**src/snvo_pkg.sv**
```systemverilog
// constants and types of the sensor nibble video output block
package snvo_pkg;
	// ****************************************************
	// register map
	// ****************************************************
	localparam logic [7:0] SNVO_OUTPUT_CONTROL_ADDR = 8'h17; // output_control
	localparam logic [7:0] SNVO_OUTPUT_CONTROL_RST = 8'h00; // reset value
	localparam int SNVO_TRISTATE_BIT = 5; // output disable bit
	// ****************************************************
	// word values (10-bit form, control codes low 2 bits zero)
	// ****************************************************
	localparam logic [9:0] SNVO_ESC_WORD = 10'h3FC; // escape max word
	localparam logic [9:0] SNVO_ZERO_WORD = 10'h000; // escape zero word
	localparam logic [9:0] SNVO_CODE_SOF = 10'h31C; // start of frame
	localparam logic [9:0] SNVO_CODE_VIS = 10'h2D8; // visible line
	localparam logic [9:0] SNVO_CODE_LAST = 10'h368; // last line
	localparam logic [9:0] SNVO_CODE_EOL = 10'h200; // end of line
	// ****************************************************
	// pixel range and black level
	// ****************************************************
	localparam logic [10:0] SNVO_MIN10 = 11'h001; // 10-bit lowest value
	localparam logic [10:0] SNVO_MAX10 = 11'h3FE; // 10-bit highest, 1022
	localparam logic [10:0] SNVO_BLACK10 = 11'h040; // 10-bit black, 64
	localparam logic [8:0] SNVO_MIN8 = 9'h001; // 8-bit lowest value
	localparam logic [8:0] SNVO_MAX8 = 9'h0FE; // 8-bit highest, 254
	localparam logic [8:0] SNVO_BLACK8 = 9'h010; // 8-bit black, 16
	// ****************************************************
	// array and line layout
	// ****************************************************
	localparam logic [9:0] SNVO_LAST_COL = 10'h28F; // 656 columns
	localparam logic [8:0] SNVO_LAST_ROW = 9'h1EF; // 496 rows
	localparam logic [9:0] SNVO_SAV_LAST = 10'h005; // esc,esc,0,code,2 num
	localparam logic [9:0] SNVO_EAV_LAST = 10'h003; // esc,esc,0,eol
	localparam logic [9:0] SNVO_PAD_LAST = 10'h00F; // 16 idle words
	localparam logic [9:0] SNVO_IDX_ESC2 = 10'h001; // second escape word
	localparam logic [9:0] SNVO_IDX_ZERO = 10'h002; // zero word
	localparam logic [9:0] SNVO_IDX_CODE = 10'h003; // line code word
	localparam logic [9:0] SNVO_IDX_NUMH = 10'h004; // line number high
	// ****************************************************
	// types
	// ****************************************************
	typedef enum logic [3:0] {
		SNVO_ST_SAV = 4'b0001,
		SNVO_ST_PIX = 4'b0010,
		SNVO_ST_EAV = 4'b0100,
		SNVO_ST_PAD = 4'b1000
	} snvo_phase_type;
	// output pins, each enable low while driving
	typedef struct packed {
		logic [4:0] data;
		logic data_oe_n;
		logic qual_clock_pin;
		logic qual_clock_pin_oe_n;
		logic fst;
		logic fst_oe_n;
	} snvo_pins_type;
	// whole state of the formatter
	typedef struct packed {
		logic lck_s1;
		logic lck_s2;
		logic lck_d;
		logic sus_s1;
		logic sus_s2;
		logic [7:0] ctrl;
		logic [7:0] rdata;
		logic lower;
		snvo_phase_type st;
		logic [9:0] widx;
		logic [8:0] line;
		logic [9:0] word;
		logic take;
		logic por_n;
		snvo_pins_type pins;
	} snvo_state_type;
endpackage

```
**src/snvo_top.sv**
```systemverilog
// sensor nibble video output: line framing, nibble bus, qual_clock_pin and fst
`timescale 1ns/1ps
`default_nettype none
module snvo_top (
	input wire logic sys_clk_i, // system clock
	input wire logic rst_n_i, // synchronous reset, low active
	input wire logic sensor_clock_in_i, // sensor clock pin, async
	input wire logic suspend_i, // suspend pin, async, high active
	input wire logic wire4_mode_i, // static: 1 = 4-wire 8-bit mode
	input wire logic qual_clock_pin_fast_i, // static: 1 = fast qual_clock_pin
	input wire logic qual_clock_pin_en_i, // 1 = qual_clock_pin running, may change while the stream runs
	input wire logic [9:0] pix_data_i, // dark corrected pixel
	input wire logic cfg_wr_i, // serial interface write strobe
	input wire logic [7:0] cfg_addr_i, // serial interface address
	input wire logic [7:0] cfg_wdata_i, // serial interface write data
	output logic [7:0] cfg_rdata_o, // registered read data
	output logic pix_take_o, // pixel was consumed
	output logic power_on_reset_n_out_o, // reset for outside parts
	output snvo_pkg::snvo_pins_type pins_o // video pins
);
	import snvo_pkg::*;

	// ****************************************************
	// state
	// ****************************************************
	snvo_state_type s_r; // registered state
	snvo_state_type s_nxt; // next state
	logic lck_rise; // sensor clock rising edge seen
	logic lck_fall; // sensor clock falling edge seen
	logic [9:0] pix_word; // clamped pixel, 10-bit form
	logic [9:0] word_new; // word chosen for this pixel slot
	logic [9:0] line_code; // code for current line
	logic [4:0] nib_up; // upper nibble of word
	logic [4:0] nib_lo; // lower nibble of latched word

	// clamp a pixel with black pedestal; 8-bit sits in bits 9:2
	function automatic logic [9:0] clamp_pix(input logic [9:0] p,
		input logic w4);
		logic [10:0] s10;
		logic [8:0] s8;
		logic [9:0] r;
		s10 = {1'b0, p} + SNVO_BLACK10;
		s8 = {1'b0, p[9:2]} + SNVO_BLACK8;
		r = 10'h000;
		if (w4) begin
			// limits keep FF out, so escape cannot occur
			if (s8 > SNVO_MAX8) begin
				s8 = SNVO_MAX8;
			end else if (s8 < SNVO_MIN8) begin
				s8 = SNVO_MIN8;
			end
			r = {s8[7:0], 2'b00};
		end else begin
			if (s10 > SNVO_MAX10) begin
				s10 = SNVO_MAX10;
			end else if (s10 < SNVO_MIN10) begin
				s10 = SNVO_MIN10;
			end
			r = s10[9:0];
		end
		return r;
	endfunction

	// ****************************************************
	// word selection
	// ****************************************************
	// edges come from the second and third sync stages only
	always_comb begin
		lck_rise = s_r.lck_s2 & ~s_r.lck_d;
		lck_fall = ~s_r.lck_s2 & s_r.lck_d;
		pix_word = clamp_pix(pix_data_i, wire4_mode_i);
		// line type code from the row counter
		if (s_r.line == 9'h000) begin
			line_code = SNVO_CODE_SOF;
		end else if (s_r.line == SNVO_LAST_ROW) begin
			line_code = SNVO_CODE_LAST;
		end else begin
			line_code = SNVO_CODE_VIS;
		end
		word_new = SNVO_ZERO_WORD;
		unique case (s_r.st)
			SNVO_ST_SAV: begin
				// escape then code and line number
				if (s_r.widx < SNVO_IDX_ZERO) begin
					word_new = SNVO_ESC_WORD;
				end else if (s_r.widx == SNVO_IDX_CODE) begin
					word_new = line_code;
				end else if (s_r.widx == SNVO_IDX_NUMH) begin
					word_new = {7'h00, s_r.line[8], 2'b00};
				end else if (s_r.widx > SNVO_IDX_NUMH) begin
					word_new = {s_r.line[7:0], 2'b00};
				end
			end
			SNVO_ST_PIX: begin
				word_new = pix_word; // pixel data
			end
			SNVO_ST_EAV: begin
				// escape then end-of-line code
				if (s_r.widx <= SNVO_IDX_ESC2) begin
					word_new = SNVO_ESC_WORD;
				end else if (s_r.widx == SNVO_IDX_CODE) begin
					word_new = SNVO_CODE_EOL;
				end
			end
			SNVO_ST_PAD: begin
				word_new = SNVO_ZERO_WORD; // interline idle
			end
		endcase
		// nibble split per static bus width
		if (wire4_mode_i) begin
			nib_up = {1'b0, word_new[9:6]};
			nib_lo = {1'b0, s_r.word[5:2]};
		end else begin
			nib_up = word_new[9:5];
			nib_lo = s_r.word[4:0];
		end
	end

	// ****************************************************
	// next state
	// ****************************************************
	always_comb begin
		s_nxt = s_r;
		s_nxt.take = 1'b0;
		s_nxt.por_n = 1'b1; // released after reset
		// two-stage synchronisers for pins
		s_nxt.lck_s1 = sensor_clock_in_i;
		s_nxt.lck_s2 = s_r.lck_s1;
		s_nxt.lck_d = s_r.lck_s2;
		s_nxt.sus_s1 = suspend_i;
		s_nxt.sus_s2 = s_r.sus_s1;
		// register write and read from the serial interface
		if (cfg_wr_i && cfg_addr_i == SNVO_OUTPUT_CONTROL_ADDR) begin
			s_nxt.ctrl = cfg_wdata_i;
		end
		if (cfg_addr_i == SNVO_OUTPUT_CONTROL_ADDR) begin
			s_nxt.rdata = s_r.ctrl;
		end else begin
			s_nxt.rdata = 8'h00;
		end
		if (s_r.sus_s2) begin
			// suspended: park at frame start
			s_nxt.st = SNVO_ST_SAV;
			s_nxt.widx = 10'h000;
			s_nxt.line = 9'h000;
			s_nxt.lower = 1'b0;
		end else if (lck_rise) begin
			if (!s_r.lower) begin
				// present upper nibble, latch word, step slot
				s_nxt.pins.data = nib_up;
				s_nxt.word = word_new;
				s_nxt.lower = 1'b1;
				s_nxt.widx = s_r.widx + 10'h001;
				unique case (s_r.st)
					SNVO_ST_SAV: begin
						if (s_r.widx == SNVO_SAV_LAST) begin
							s_nxt.st = SNVO_ST_PIX;
							s_nxt.widx = 10'h000;
						end
					end
					SNVO_ST_PIX: begin
						s_nxt.take = 1'b1;
						// 656 columns per row
						if (s_r.widx == SNVO_LAST_COL) begin
							s_nxt.st = SNVO_ST_EAV;
							s_nxt.widx = 10'h000;
						end
					end
					SNVO_ST_EAV: begin
						if (s_r.widx == SNVO_EAV_LAST) begin
							s_nxt.st = SNVO_ST_PAD;
							s_nxt.widx = 10'h000;
						end
					end
					SNVO_ST_PAD: begin
						if (s_r.widx == SNVO_PAD_LAST) begin
							s_nxt.st = SNVO_ST_SAV;
							s_nxt.widx = 10'h000;
							// 496 rows per frame
							if (s_r.line == SNVO_LAST_ROW) begin
								s_nxt.line = 9'h000;
							end else begin
								s_nxt.line = s_r.line + 9'h001;
							end
						end
					end
				endcase
			end else begin
				// present lower nibble of latched word
				s_nxt.pins.data = nib_lo;
				s_nxt.lower = 1'b0;
			end
		end
		// qualification clock, free running while enabled, except in slow mode during suspend
		if (!qual_clock_pin_en_i) begin
			s_nxt.pins.qual_clock_pin = 1'b0;
		end else if (qual_clock_pin_fast_i) begin
			// rise with each nibble, fall mid nibble
			if (lck_rise) begin
				s_nxt.pins.qual_clock_pin = 1'b1;
			end else if (lck_fall) begin
				s_nxt.pins.qual_clock_pin = 1'b0;
			end
		end else if (lck_fall) begin
			// high mid upper, low mid lower
			s_nxt.pins.qual_clock_pin = s_r.lower;
		end
		// frame start high over first line
		s_nxt.pins.fst = (s_nxt.line == 9'h000) && !s_r.sus_s2;
		// output disable floats all video pins
		s_nxt.pins.data_oe_n = s_r.ctrl[SNVO_TRISTATE_BIT];
		s_nxt.pins.qual_clock_pin_oe_n = s_r.ctrl[SNVO_TRISTATE_BIT];
		s_nxt.pins.fst_oe_n = s_r.ctrl[SNVO_TRISTATE_BIT];
	end

	// ****************************************************
	// state register
	// ****************************************************
	always_ff @(posedge sys_clk_i) begin
		if (!rst_n_i) begin
			s_r <= '0;
			s_r.ctrl <= SNVO_OUTPUT_CONTROL_RST;
			s_r.st <= SNVO_ST_SAV;
		end else begin
			s_r <= s_nxt;
		end
	end

	// ****************************************************
	// outputs, straight from flops
	// ****************************************************
	assign cfg_rdata_o = s_r.rdata;
	assign pix_take_o = s_r.take;
	assign power_on_reset_n_out_o = s_r.por_n;
	assign pins_o = s_r.pins;
endmodule
`default_nettype wire

```
**config.mk**
```make
export PLATFORM = sky130hd
export DESIGN_NAME = snvo_top
export DESIGN_NICKNAME = d
export VERILOG_FILES = /design/src/snvo_pkg.sv /design/src/snvo_top.sv
export SDC_FILE = /design/constraint.sdc
export NUM_CORES = 1
export LEC_CHECK = 0
export ABC_AREA = 1
export BUFFER_PORTS_ARGS = -buffer_cell sky130_fd_sc_hd__buf_2
export CORE_ASPECT_RATIO = 1.1
export CORE_MARGIN = 4
export CORE_UTILIZATION = 42
export CTS_CLUSTER_SIZE = 24
export DETAILED_ROUTE_END_ITERATION = 16
export SKIP_LAST_GASP = 1
export SLEW_MARGIN = 20
export SYNTH_ARGS = -nofsm -noshare
export SYNTH_HDL_FRONTEND = slang
export SYNTH_SLANG_ARGS = --single-unit
```
**constraint.sdc**
```tcl
create_clock -name sys_clk_i -period 2.1 [get_ports sys_clk_i]
set_input_delay 0.42 -clock sys_clk_i [delete_from_list [all_inputs] [get_ports sys_clk_i]]
set_output_delay 0.42 -clock sys_clk_i [all_outputs]
set_load 0.02 [all_outputs]
```
==> flow_metrics.tcl, run 1 <==
set metrics [dict create \
    power_frac_seq 0.474 \
    tritoncts "done" \
    ys_ff_latch 61 \
    antenna_found_initial 0 \
    p_leak_nw 1.97 \
    ys_types 38 \
    cts-root-buf "clkbuf_8" \
    grtUsageTotal 0.180 \
    final_area_sq_um 4130 \
    clk_pin_slew_ps 70 \
    ys_seq_area_frac 0.338 \
    clk_latency_ps 340 \
    combPwrFrac 0.109 \
    place_ws_ps 79.1 \
    synth_cells 555 \
    end_kind "flop" \
    drc_errors 0 \
    setup-tns-final_ps 0 \
    status "finished, final reports clean" \
    synth_edf_count 0 \
    crit_type "reg -> reg" \
    finalWirelength_microns 8600 \
    start_util 0.432 \
    final-hold-violation-count 0 \
    m1WireLength_microns 3920 \
    rsz0062_at_grt "no" \
    row_count 35 \
    powerDensity_nw_per_um2 608 \
    ir_drop_mv 0.342 \
    worstSetupStartpointType "flop" \
    seqCellArea_sq_um 1220 \
    most-common-layout-cells "nand2_1 (122), inv_1 (76), nor2_1 (64)" \
    dr.pass1.iters 4 \
    switching_share 0.271 \
    cts_sinks 61 \
    syn_nets 598 \
    worst_slack_ps 269 \
    final_common_cell "nand2_1" \
    max_stage_delay_ps 340 \
    crit_slowest_cell "dfxtp_1" \
    drive_above_1_share 0.184 \
    place_area_sq_um 3930 \
    p_int_mw 1.83 \
    fin_nets 647 \
    worstHoldPathType "in -> reg" \
    grt_pass1_wl_microns 14600 \
    drv_cap 0 \
    setup_viol 0 \
    antenna_left 0 \
    netlist_area_sq_um 3610 \
    crit_chain "ha_1, nand3_2, inv_2, nand3_1, nand2_1, o221ai_1, nor2_1, o21ai_1, nand2_1, nor2_1" \
    clock_skew_ps 7.37 \
    switching_power_mw 0.680 \
    port_buffers 53 \
    top_layer "met4" \
    whs_ps 259 \
    drv_slew 0 \
    wire_per_inst_microns 11.9 \
    core_sq_um 8360 \
    vias_per_cell 4.91 \
    die_w_microns 96.5 \
    ys.flop_type "dfxtp_1" \
    tightest_slew_ps 428 \
    post-route-min-period_ps 1830 \
    cts_buffer_depth 2 \
    wl_met2_microns 4120 \
    drtIter0Drc 180 \
    grt_max_degree 25 \
    die_area_sq_um 10200 \
    overflow 0 \
    htree_levels 3 \
    post_cts_buffers 0 \
    yosysWarningCount 0 \
    power_frac_clock 0.417 \
    postSynth.asyncResetShare 0 \
    pin_count 54 \
    cp_max_fo 4 \
    maxSlewHeadroom 0.714 \
    routabilityCongestion 0.911 \
    vias 3533 \
    worst_ep_required_time_ps 2330 \
    cts-buffers-inserted 9 \
    fmax_mhz 546 \
    antenna_cells 0 \
    dp_hpwl_microns 6740 \
    met3WireLength_microns 396 \
    synth_area_per_cell_sq_um 6.51 \
    die_y_microns 105 \
    final_util 0.494 \
    fillers 867 \
    multi_input_area_sq_um 1910 \
    area_delta_synth_final_pct 14.4 \
    period_share 0.872 \
    grt_pass1_vias 3271 \
    arrival_ps 2060 \
]
-- cells in the mapped netlist, types with 7 or more instances --
master | n | area share
nand3_1 | 56 | 0.078
dfxtp_1 | 61 | 0.34
a21oi_1 | 34 | 0.047
o21ai_0 | 32 | 0.044
nor3_1 | 9 | 0.012
nor2_2 | 9 | 0.016
nand2_1 | 122 | 0.13
nor2_1 | 64 | 0.066
nand4_1 | 7 | 0.012
buf_4 | 19 | 0.039
inv_1 | 76 | 0.079
ha_1 | 9 | 0.031
inv_2 | 8 | 0.0083
-- worst paths after layout --
check / startpoint / endpoint / slack [ps] / cells after the start
worst max-delay path: s_r[32]$_SDFFE_PP0P_ / s_r[32]$_SDFFE_PP0P_ / 270 / 10
worst min-delay path: sensor_clock_in_i / s_nxt[65]$_SDFF_PN0_ / 260 / 3
worst max register to register: s_r[32]$_SDFFE_PP0P_ / s_r[32]$_SDFFE_PP0P_ / 270 / 10
worst min register to register: s_nxt[65]$_SDFF_PN0_ / s_nxt[64]$_SDFF_PN0_ / 420 / 2
-- sequential cells by signal (all words and copies together), names as in the netlist --
register,flops
power_on_reset_n_out_o,1
cfg_rdata_o,8
s_nxt,4
pix_take_o,1
pins_o,8
s_r,39
-- stage by stage --
step                      cells  total power, mW
final                       720             2.51
after floorplan             555             1.40
after global placement      704             1.49
after CTS                   720             2.55
after global routing        720             2.64
after detailed placement    704             1.49
-- power by group through the flow --
stage,logic (mW),registers (mW),clock network [mW]
3_3_place_gp,0.272,1.22,0
6_report,0.275,1.19,1.05
5_1_grt,0.317,1.19,1.13
2_1_floorplan,0.185,1.22,0
3_5_place_dp,0.274,1.22,0
4_1_cts,0.276,1.19,1.08
-- what timing repair did --
| item | in CTS | in global routing |
|---|---|---|
| endpoints found under the setup margin | 0 | 2 |
| resized for setup | 0 | 2 |
| endpoints found under the hold margin | 0 | 0 |
| hold buffers | 0 | 0 |
-- layer usage --
layer / vias up / global-route usage
li1: 1860 / -
met1: 1598 / 0.228
met2: 64 / 0.296
met3: 11 / 0.0393
met4: 0 / 0.0621
met5: - / 0
-- area by class of cell --
class                           count  share of cell area
Clock inverter                      7              0.0179
Sequential cell                    61               0.295
Tap cell                          111              0.0336
Timing Repair Buffer               63              0.0823
Inverter                           87              0.0790
Multi-Input combinational cell    382               0.462
Clock buffer                        9              0.0300
-- worst max-delay path: cells and delay by family, from the launching register on --
kind,cells,cell delay [ps]
simple gates,6,810
flops,1,340
compound gates,2,240
fa+ha+maj,1,220
buf+inv,1,120
-- kinds of logic after synthesis --
| kind of cell | after synthesis | synth area share |
|---|---|---|
| adders and majority gates | 9 | 0.0312 |
| buffers and inverters | 112 | 0.137 |
| xor gates and xnor gates | 6 | 0.0145 |
| AOI/OAI and AO/OA | 80 | 0.120 |
| DFF | 61 | 0.338 |
| and+or+nand+nor | 287 | 0.360 |
Power figures use the tool's default switching activity.
==> run 2: changes to the inputs <==
PLACE_DENSITY_LB_ADDON = 0.1   (was not set)
==> flow_metrics.tcl, run 2 (synthesis results as in run 1) <==
set metrics [dict create \
    status "finished, final reports clean" \
    pin_count 54 \
    post-route-min-period_ps 1840 \
    wire_per_inst_microns 12.3 \
    cts_buffer_depth 2 \
    hold_buffers 0 \
    grtUsageTotal 0.178 \
    end_kind "flop" \
    antenna_left 0 \
    antenna_found_initial 0 \
    cts-root-buf "clkbuf_8" \
    vias_per_cell 4.86 \
    fin_nets 644 \
    final-hold-violation-count 0 \
    port_buffers 53 \
    largest_register_ffs 39 \
    die_w_microns 96.5 \
    crit_type "reg -> reg" \
    drv_cap 0 \
    final_common_cell "nand2_1" \
    finalWirelength_microns 8790 \
    tightest_slew_ps 442 \
    cts_sinks 61 \
    crit_slowest_cell "dfxtp_1" \
    rr_startpoint "s_r[32]$_SDFFE_PP0P_" \
    area_delta_synth_final_pct 13.7 \
    clock_skew_ps 16.3 \
    core_sq_um 8360 \
    cts_resized 0 \
    htree_levels 3 \
    worstSetupStartpointType "flop" \
    place_area_sq_um 3900 \
    crit_chain "ha_1, nand3_2, inv_2, nand3_1, nand2_1, o221ai_1, nor2_1, o21ai_1, nand2_1, nor2_1" \
    rsz0062_at_grt "yes" \
    min_to "s_nxt[65]$_SDFF_PN0_" \
    overflow 0 \
    r2r_end "s_r[33]$_SDFFE_PP0P_" \
    clk_pin_slew_ps 70 \
    dr.pass1.iters 4 \
    maxSlewHeadroom 0.705 \
    tritoncts "done" \
    worst_r2r_path_depth 10 \
    p_leak_nw 1.96 \
    antenna_cells 0 \
    dp_hpwl_microns 6770 \
    row_count 35 \
    period_share 0.876 \
    drtIter0Drc 93 \
    grt_pass1_vias 3312 \
    worstHoldPathType "in -> reg" \
    drive_above_1_share 0.180 \
    cp_max_fo 5 \
    fmax_mhz 543 \
    min_path_cells 3 \
    max_stage_delay_ps 410 \
    clk_latency_ps 350 \
    regMostFlops "s_r" \
    powerDensity_nw_per_um2 617 \
    ir_drop_mv 0.328 \
    setup_viol 0 \
    post_cts_buffers 0 \
    cts-buffers-inserted 9 \
    die_y_microns 105 \
    arrival_ps 2070 \
    most-common-layout-cells "nand2_1 (122), inv_1 (76), nor2_1 (64)" \
    hp-start "sensor_clock_in_i" \
    vias 3484 \
    grt_max_degree 25 \
    start_util 0.432 \
    power.total_mw 2.54 \
    ff2ff_setup_slack_ps 260 \
    die_area_sq_um 10200 \
    grt_pass1_wl_microns 14400 \
    worst_ep_required_time_ps 2330 \
    final_area_sq_um 4110 \
    drv_slew 0 \
    routabilityCongestion 0.891 \
    drc_errors 0 \
]
## run 2: layer usage
metal,GRT usage,vias to the layer above,share of wire
met3,0.0464,17,0.052
met2,0.295,61,0.48
met4,0.0812,0,0.024
met1,0.211,1552,0.45
li1,-,1854,-
met5,0,-,0
## run 2: worst max path at each step
stage                         startpoint                endpoint  slack [ps]
global route        s_nxt[64]$_SDFF_PN0_    s_r[12]$_SDFFE_PN0P_         -10
CTS                 s_r[32]$_SDFFE_PP0P_    s_r[33]$_SDFFE_PP0P_         190
floorplan                  pix_data_i[6]    s_r[14]$_SDFFE_PN0P_         400
global placement           pix_data_i[6]    s_r[14]$_SDFFE_PN0P_         140
finish              s_r[32]$_SDFFE_PP0P_    s_r[33]$_SDFFE_PP0P_         260
detailed placement         pix_data_i[6]  pins_o[6]$_SDFFE_PN0P_         100
## run 2: stage by stage
step | TNS [ps] | worst slack [ps] | cells | util | hold slack [ps]
after floorplan | 0 | 400 | 555 | - | 390
after global placement | 0 | 137 | 701 | 0.467 | 393
after detailed placement | 0 | 99.2 | 701 | 0.467 | 395
after CTS | 0 | 191 | 717 | 0.490 | 239
after global routing | -10.8 | -10.8 | 717 | 0.492 | 255
final | 0 | 260 | 717 | 0.492 | 252
## run 2: critical path: cells and delay by family (launching register included)
kind                     cells  cell delay (ps)
buffers and inverters        1              110
adder cells (fa/ha/maj)      1              230
AND/OR/NAND/NOR              6              770
flip-flops                   1              410
AO/OA/AOI/OAI                2              220
## run 2: layout make-up
cell class,count,area [sq um]
clock buffers,9,124
clock inverters,7,73.8
flip-flops and latches,61,1220
repair buffers,60,318
well taps,111,139
multi-input cells,382,1910
inverters,87,327
fillers,901,4250
## run 2: power breakdown
group | switching, mW | internal [mW]
logic | 0.175 | 0.100
clock network | 0.518 | 0.554
registers | 0.0137 | 1.18
==> run 3: changes to the inputs <==
ABC_AREA = not set   (was 1)
CORE_MARGIN = not set   (was 4)
==> flow_metrics.tcl, run 3 <==
set metrics [dict create \
    status "finished, final reports clean" \
    finalWirelength_microns 9030 \
    htree_levels 3 \
    min_to "s_nxt[65]$_SDFF_PN0_" \
    cts-root-buf "clkbuf_8" \
    synth_mux_area_frac 0.0482 \
    hp-start "sensor_clock_in_i" \
    worst_ep_required_time_ps 2380 \
    ys_types 69 \
    min_path_cells 2 \
    synth_edf_count 0 \
    maxSlewHeadroom 0.705 \
    yosysMostFrequentCell "dfxtp_1" \
    antenna_left 0 \
    regMostFlops "s_r" \
    p_int_mw 1.82 \
    end_kind "flop" \
    pin_count 54 \
    dr.pass1.iters 4 \
    die_area_sq_um 8780 \
    wire_per_inst_microns 14.7 \
    crit_type "reg -> reg" \
    drv_cap 0 \
    ys_seq_area_frac 0.346 \
    synth_cells 418 \
    tritoncts "done" \
    drtIter0Drc 138 \
    antenna_cells 0 \
    syn_nets 461 \
    synth_area_per_cell_sq_um 8.45 \
    synth_top_family_by_area "simple AND/OR/NAND/NOR gates" \
    combPwrFrac 0.079 \
    vias 3288 \
    post-route-min-period_ps 2050 \
    powerDensity_nw_per_um2 569 \
    place_inst 595 \
    final-hold-violation-count 0 \
    rsz0062_at_grt "yes" \
    arrival_ps 2330 \
    routabilityCongestion 0.862 \
    clk_latency_ps 350 \
    area_delta_synth_final_pct 23.9 \
    tightest_slew_ps 441 \
    p_leak_nw 1.88 \
    period_share 0.975 \
    netlist_area_sq_um 3530 \
    ff2ff_setup_slack_ps 50 \
    cp_max_fo 7 \
    setup_viol 0 \
    cp-startpoint "s_r[41]$_SDFFE_PP1P_" \
    hold_buffers 0 \
    overflow 0 \
    grt_max_degree 21 \
    vias_per_cell 5.37 \
    synth-simple-area-share 0.296 \
    grt_pass1_vias 3151 \
    worstHoldPathType "in -> reg" \
    rr_startpoint "s_r[41]$_SDFFE_PP1P_" \
    most-common-layout-cells "dfxtp_1 (55), buf_4 (54), nor2_1 (53), buf_2 (53), nand2_1 (34)" \
    synth_common_cells "dfxtp_1 (61), nor2_1 (53), nand2_1 (34)" \
    synth_top_area_frac 0.346 \
    drv_slew 0 \
    power.total_mw 2.49 \
    synth_area_leaders "dfxtp_1 (35%), nor2_1 (5.6%), mux2i_1 (4.8%), buf_4 (4.7%), nand2_1 (3.6%)" \
    antenna_found_initial 0 \
    cts_buffer_depth 2 \
    cts-buffers-inserted 9 \
    core_sq_um 8040 \
    die_y_microns 98.2 \
    ys_ff_latch 61 \
    worstSetupStartpointType "flop" \
    switching_share 0.268 \
    power_frac_clock 0.447 \
    synth_xor_area_frac 0.0347 \
    fin_nets 542 \
    r2r_end "pins_o[5]$_SDFFE_PN0P_" \
    ys.flop_type "dfxtp_1" \
    ir_drop_mv 0.287 \
    largest_register_ffs 39 \
    drive_above_1_share 0.313 \
    start_util 0.439 \
    drc_errors 0 \
    row_count 34 \
    switching_power_mw 0.666 \
    yosysWarningCount 0 \
    clock_skew_ps 8.47 \
    port_buffers 53 \
    fillers 757 \
    yosys.area.top_type "dfxtp_1" \
    grt_pass1_wl_microns 14700 \
    grtUsageTotal 0.216 \
    final_common_cell "dfxtp_1" \
    dp_hpwl_microns 6770 \
    synth_compound_area_frac 0.154 \
    worst_r2r_path_depth 6 \
    synth_adder_area_share 0.0319 \
    cts_sinks 61 \
    power_frac_seq 0.474 \
    fmax_mhz 488 \
    stdcell_count 612 \
    clk_pin_slew_ps 80 \
    die_w_microns 89.5 \
    postSynth.asyncResetShare 0 \
]
-- run 3: changes by cell type after synthesis, sizes merged, moves of 5 or more --
cell,previous run,this run
xnor2,1,7
buf,21,30
nand2b,0,8
mux2i,0,17
nor4,3,8
o21ai,36,19
a21oi,35,14
nor2,77,55
and3,0,13
o22ai,1,6
nand2,127,34
o211ai,3,8
nand3,57,16
inv,84,15
-- run 3: cell families (layout without fill, tap and decap cells) --
| logic type | Yosys count | after routing |
|---|---|---|
| buffers and inverters | 54 | 140 |
| AO/OA/AOI/OAI | 76 | 76 |
| AND/OR/NAND/NOR | 187 | 187 |
| XOR/XNOR | 14 | 14 |
| adder cells (fa/ha/maj) | 9 | 9 |
| multiplexers | 17 | 17 |
| flip-flops | 61 | 61 |
-- run 3: what timing repair did --
item / 4_1_cts / 5_1_grt
gates resized for setup: 0 / 18
endpoints found under the hold margin: 0 / 0
setup buffers: 0 / 1
setup endpoints to repair: 0 / 15
-- run 3: layout make-up --
type | count | area, sq um | share of cell area
clock buffer | 9 | 124 | 0.0283
inverter | 16 | 60.1 | 0.0137
timing repair buffer | 108 | 691 | 0.158
clock inverter | 7 | 80.1 | 0.0183
sequential | 61 | 1230 | 0.282
tap | 108 | 135 | 0.0309
multi-input combinational | 303 | 2050 | 0.469
-- run 3: how the worst max path moves through the flow --
| stage | to | slack [ps] |
|---|---|---|
| 2_1_floorplan | pins_o[8]$_SDFFE_PN0P_ | 90 |
| 3_3_place_gp | pins_o[9]$_SDFFE_PN0P_ | -150 |
| 3_5_place_dp | pins_o[8]$_SDFFE_PN0P_ | -230 |
| 4_1_cts | pins_o[7]$_SDFFE_PN0P_ | 20 |
| 5_1_grt | pins_o[7]$_SDFFE_PN0P_ | -40 |
| 6_report | pins_o[5]$_SDFFE_PN0P_ | 50 |
-- run 3: through the flow --
step	setup TNS (ps)	hold slack [ps]	area, sq um	setup WS (ps)	utilization
after floorplan	0	412	3530	88.4	-
after global placement	-624	417	4090	-151	0.509
after global routing	-101	259	4380	-36.9	0.545
after detailed placement	-1110	428	4090	-226	0.509
after CTS	0	262	4300	24.9	0.535
final	0	272	4380	51.8	0.545
-- run 3: critical path, cell delays in order (launching register included) --
cell     delay [ps]
dfxtp_4         390
or4b_4          560
nor4_4          390
nor2_4          110
a22oi_1         230
o22ai_1         140
nor3_1          160
-- run 3: power by group through the flow --
stage	sequential, mW	clock, mW	combinational, mW
floorplan	1.21	0	0.112
global placement	1.21	0	0.192
detailed placement	1.21	0	0.195
CTS	1.18	1.14	0.196
global route	1.18	1.20	0.219
finish	1.18	1.11	0.197
-- run 3: metal layers --
metal	share of wire	global-route usage	up-vias
met2	0.47	0.349	90
li1	-	-	1638
met3	0.048	0.0524	18
met5	0	0	-
met4	0.023	0.0745	0
met1	0.46	0.277	1542
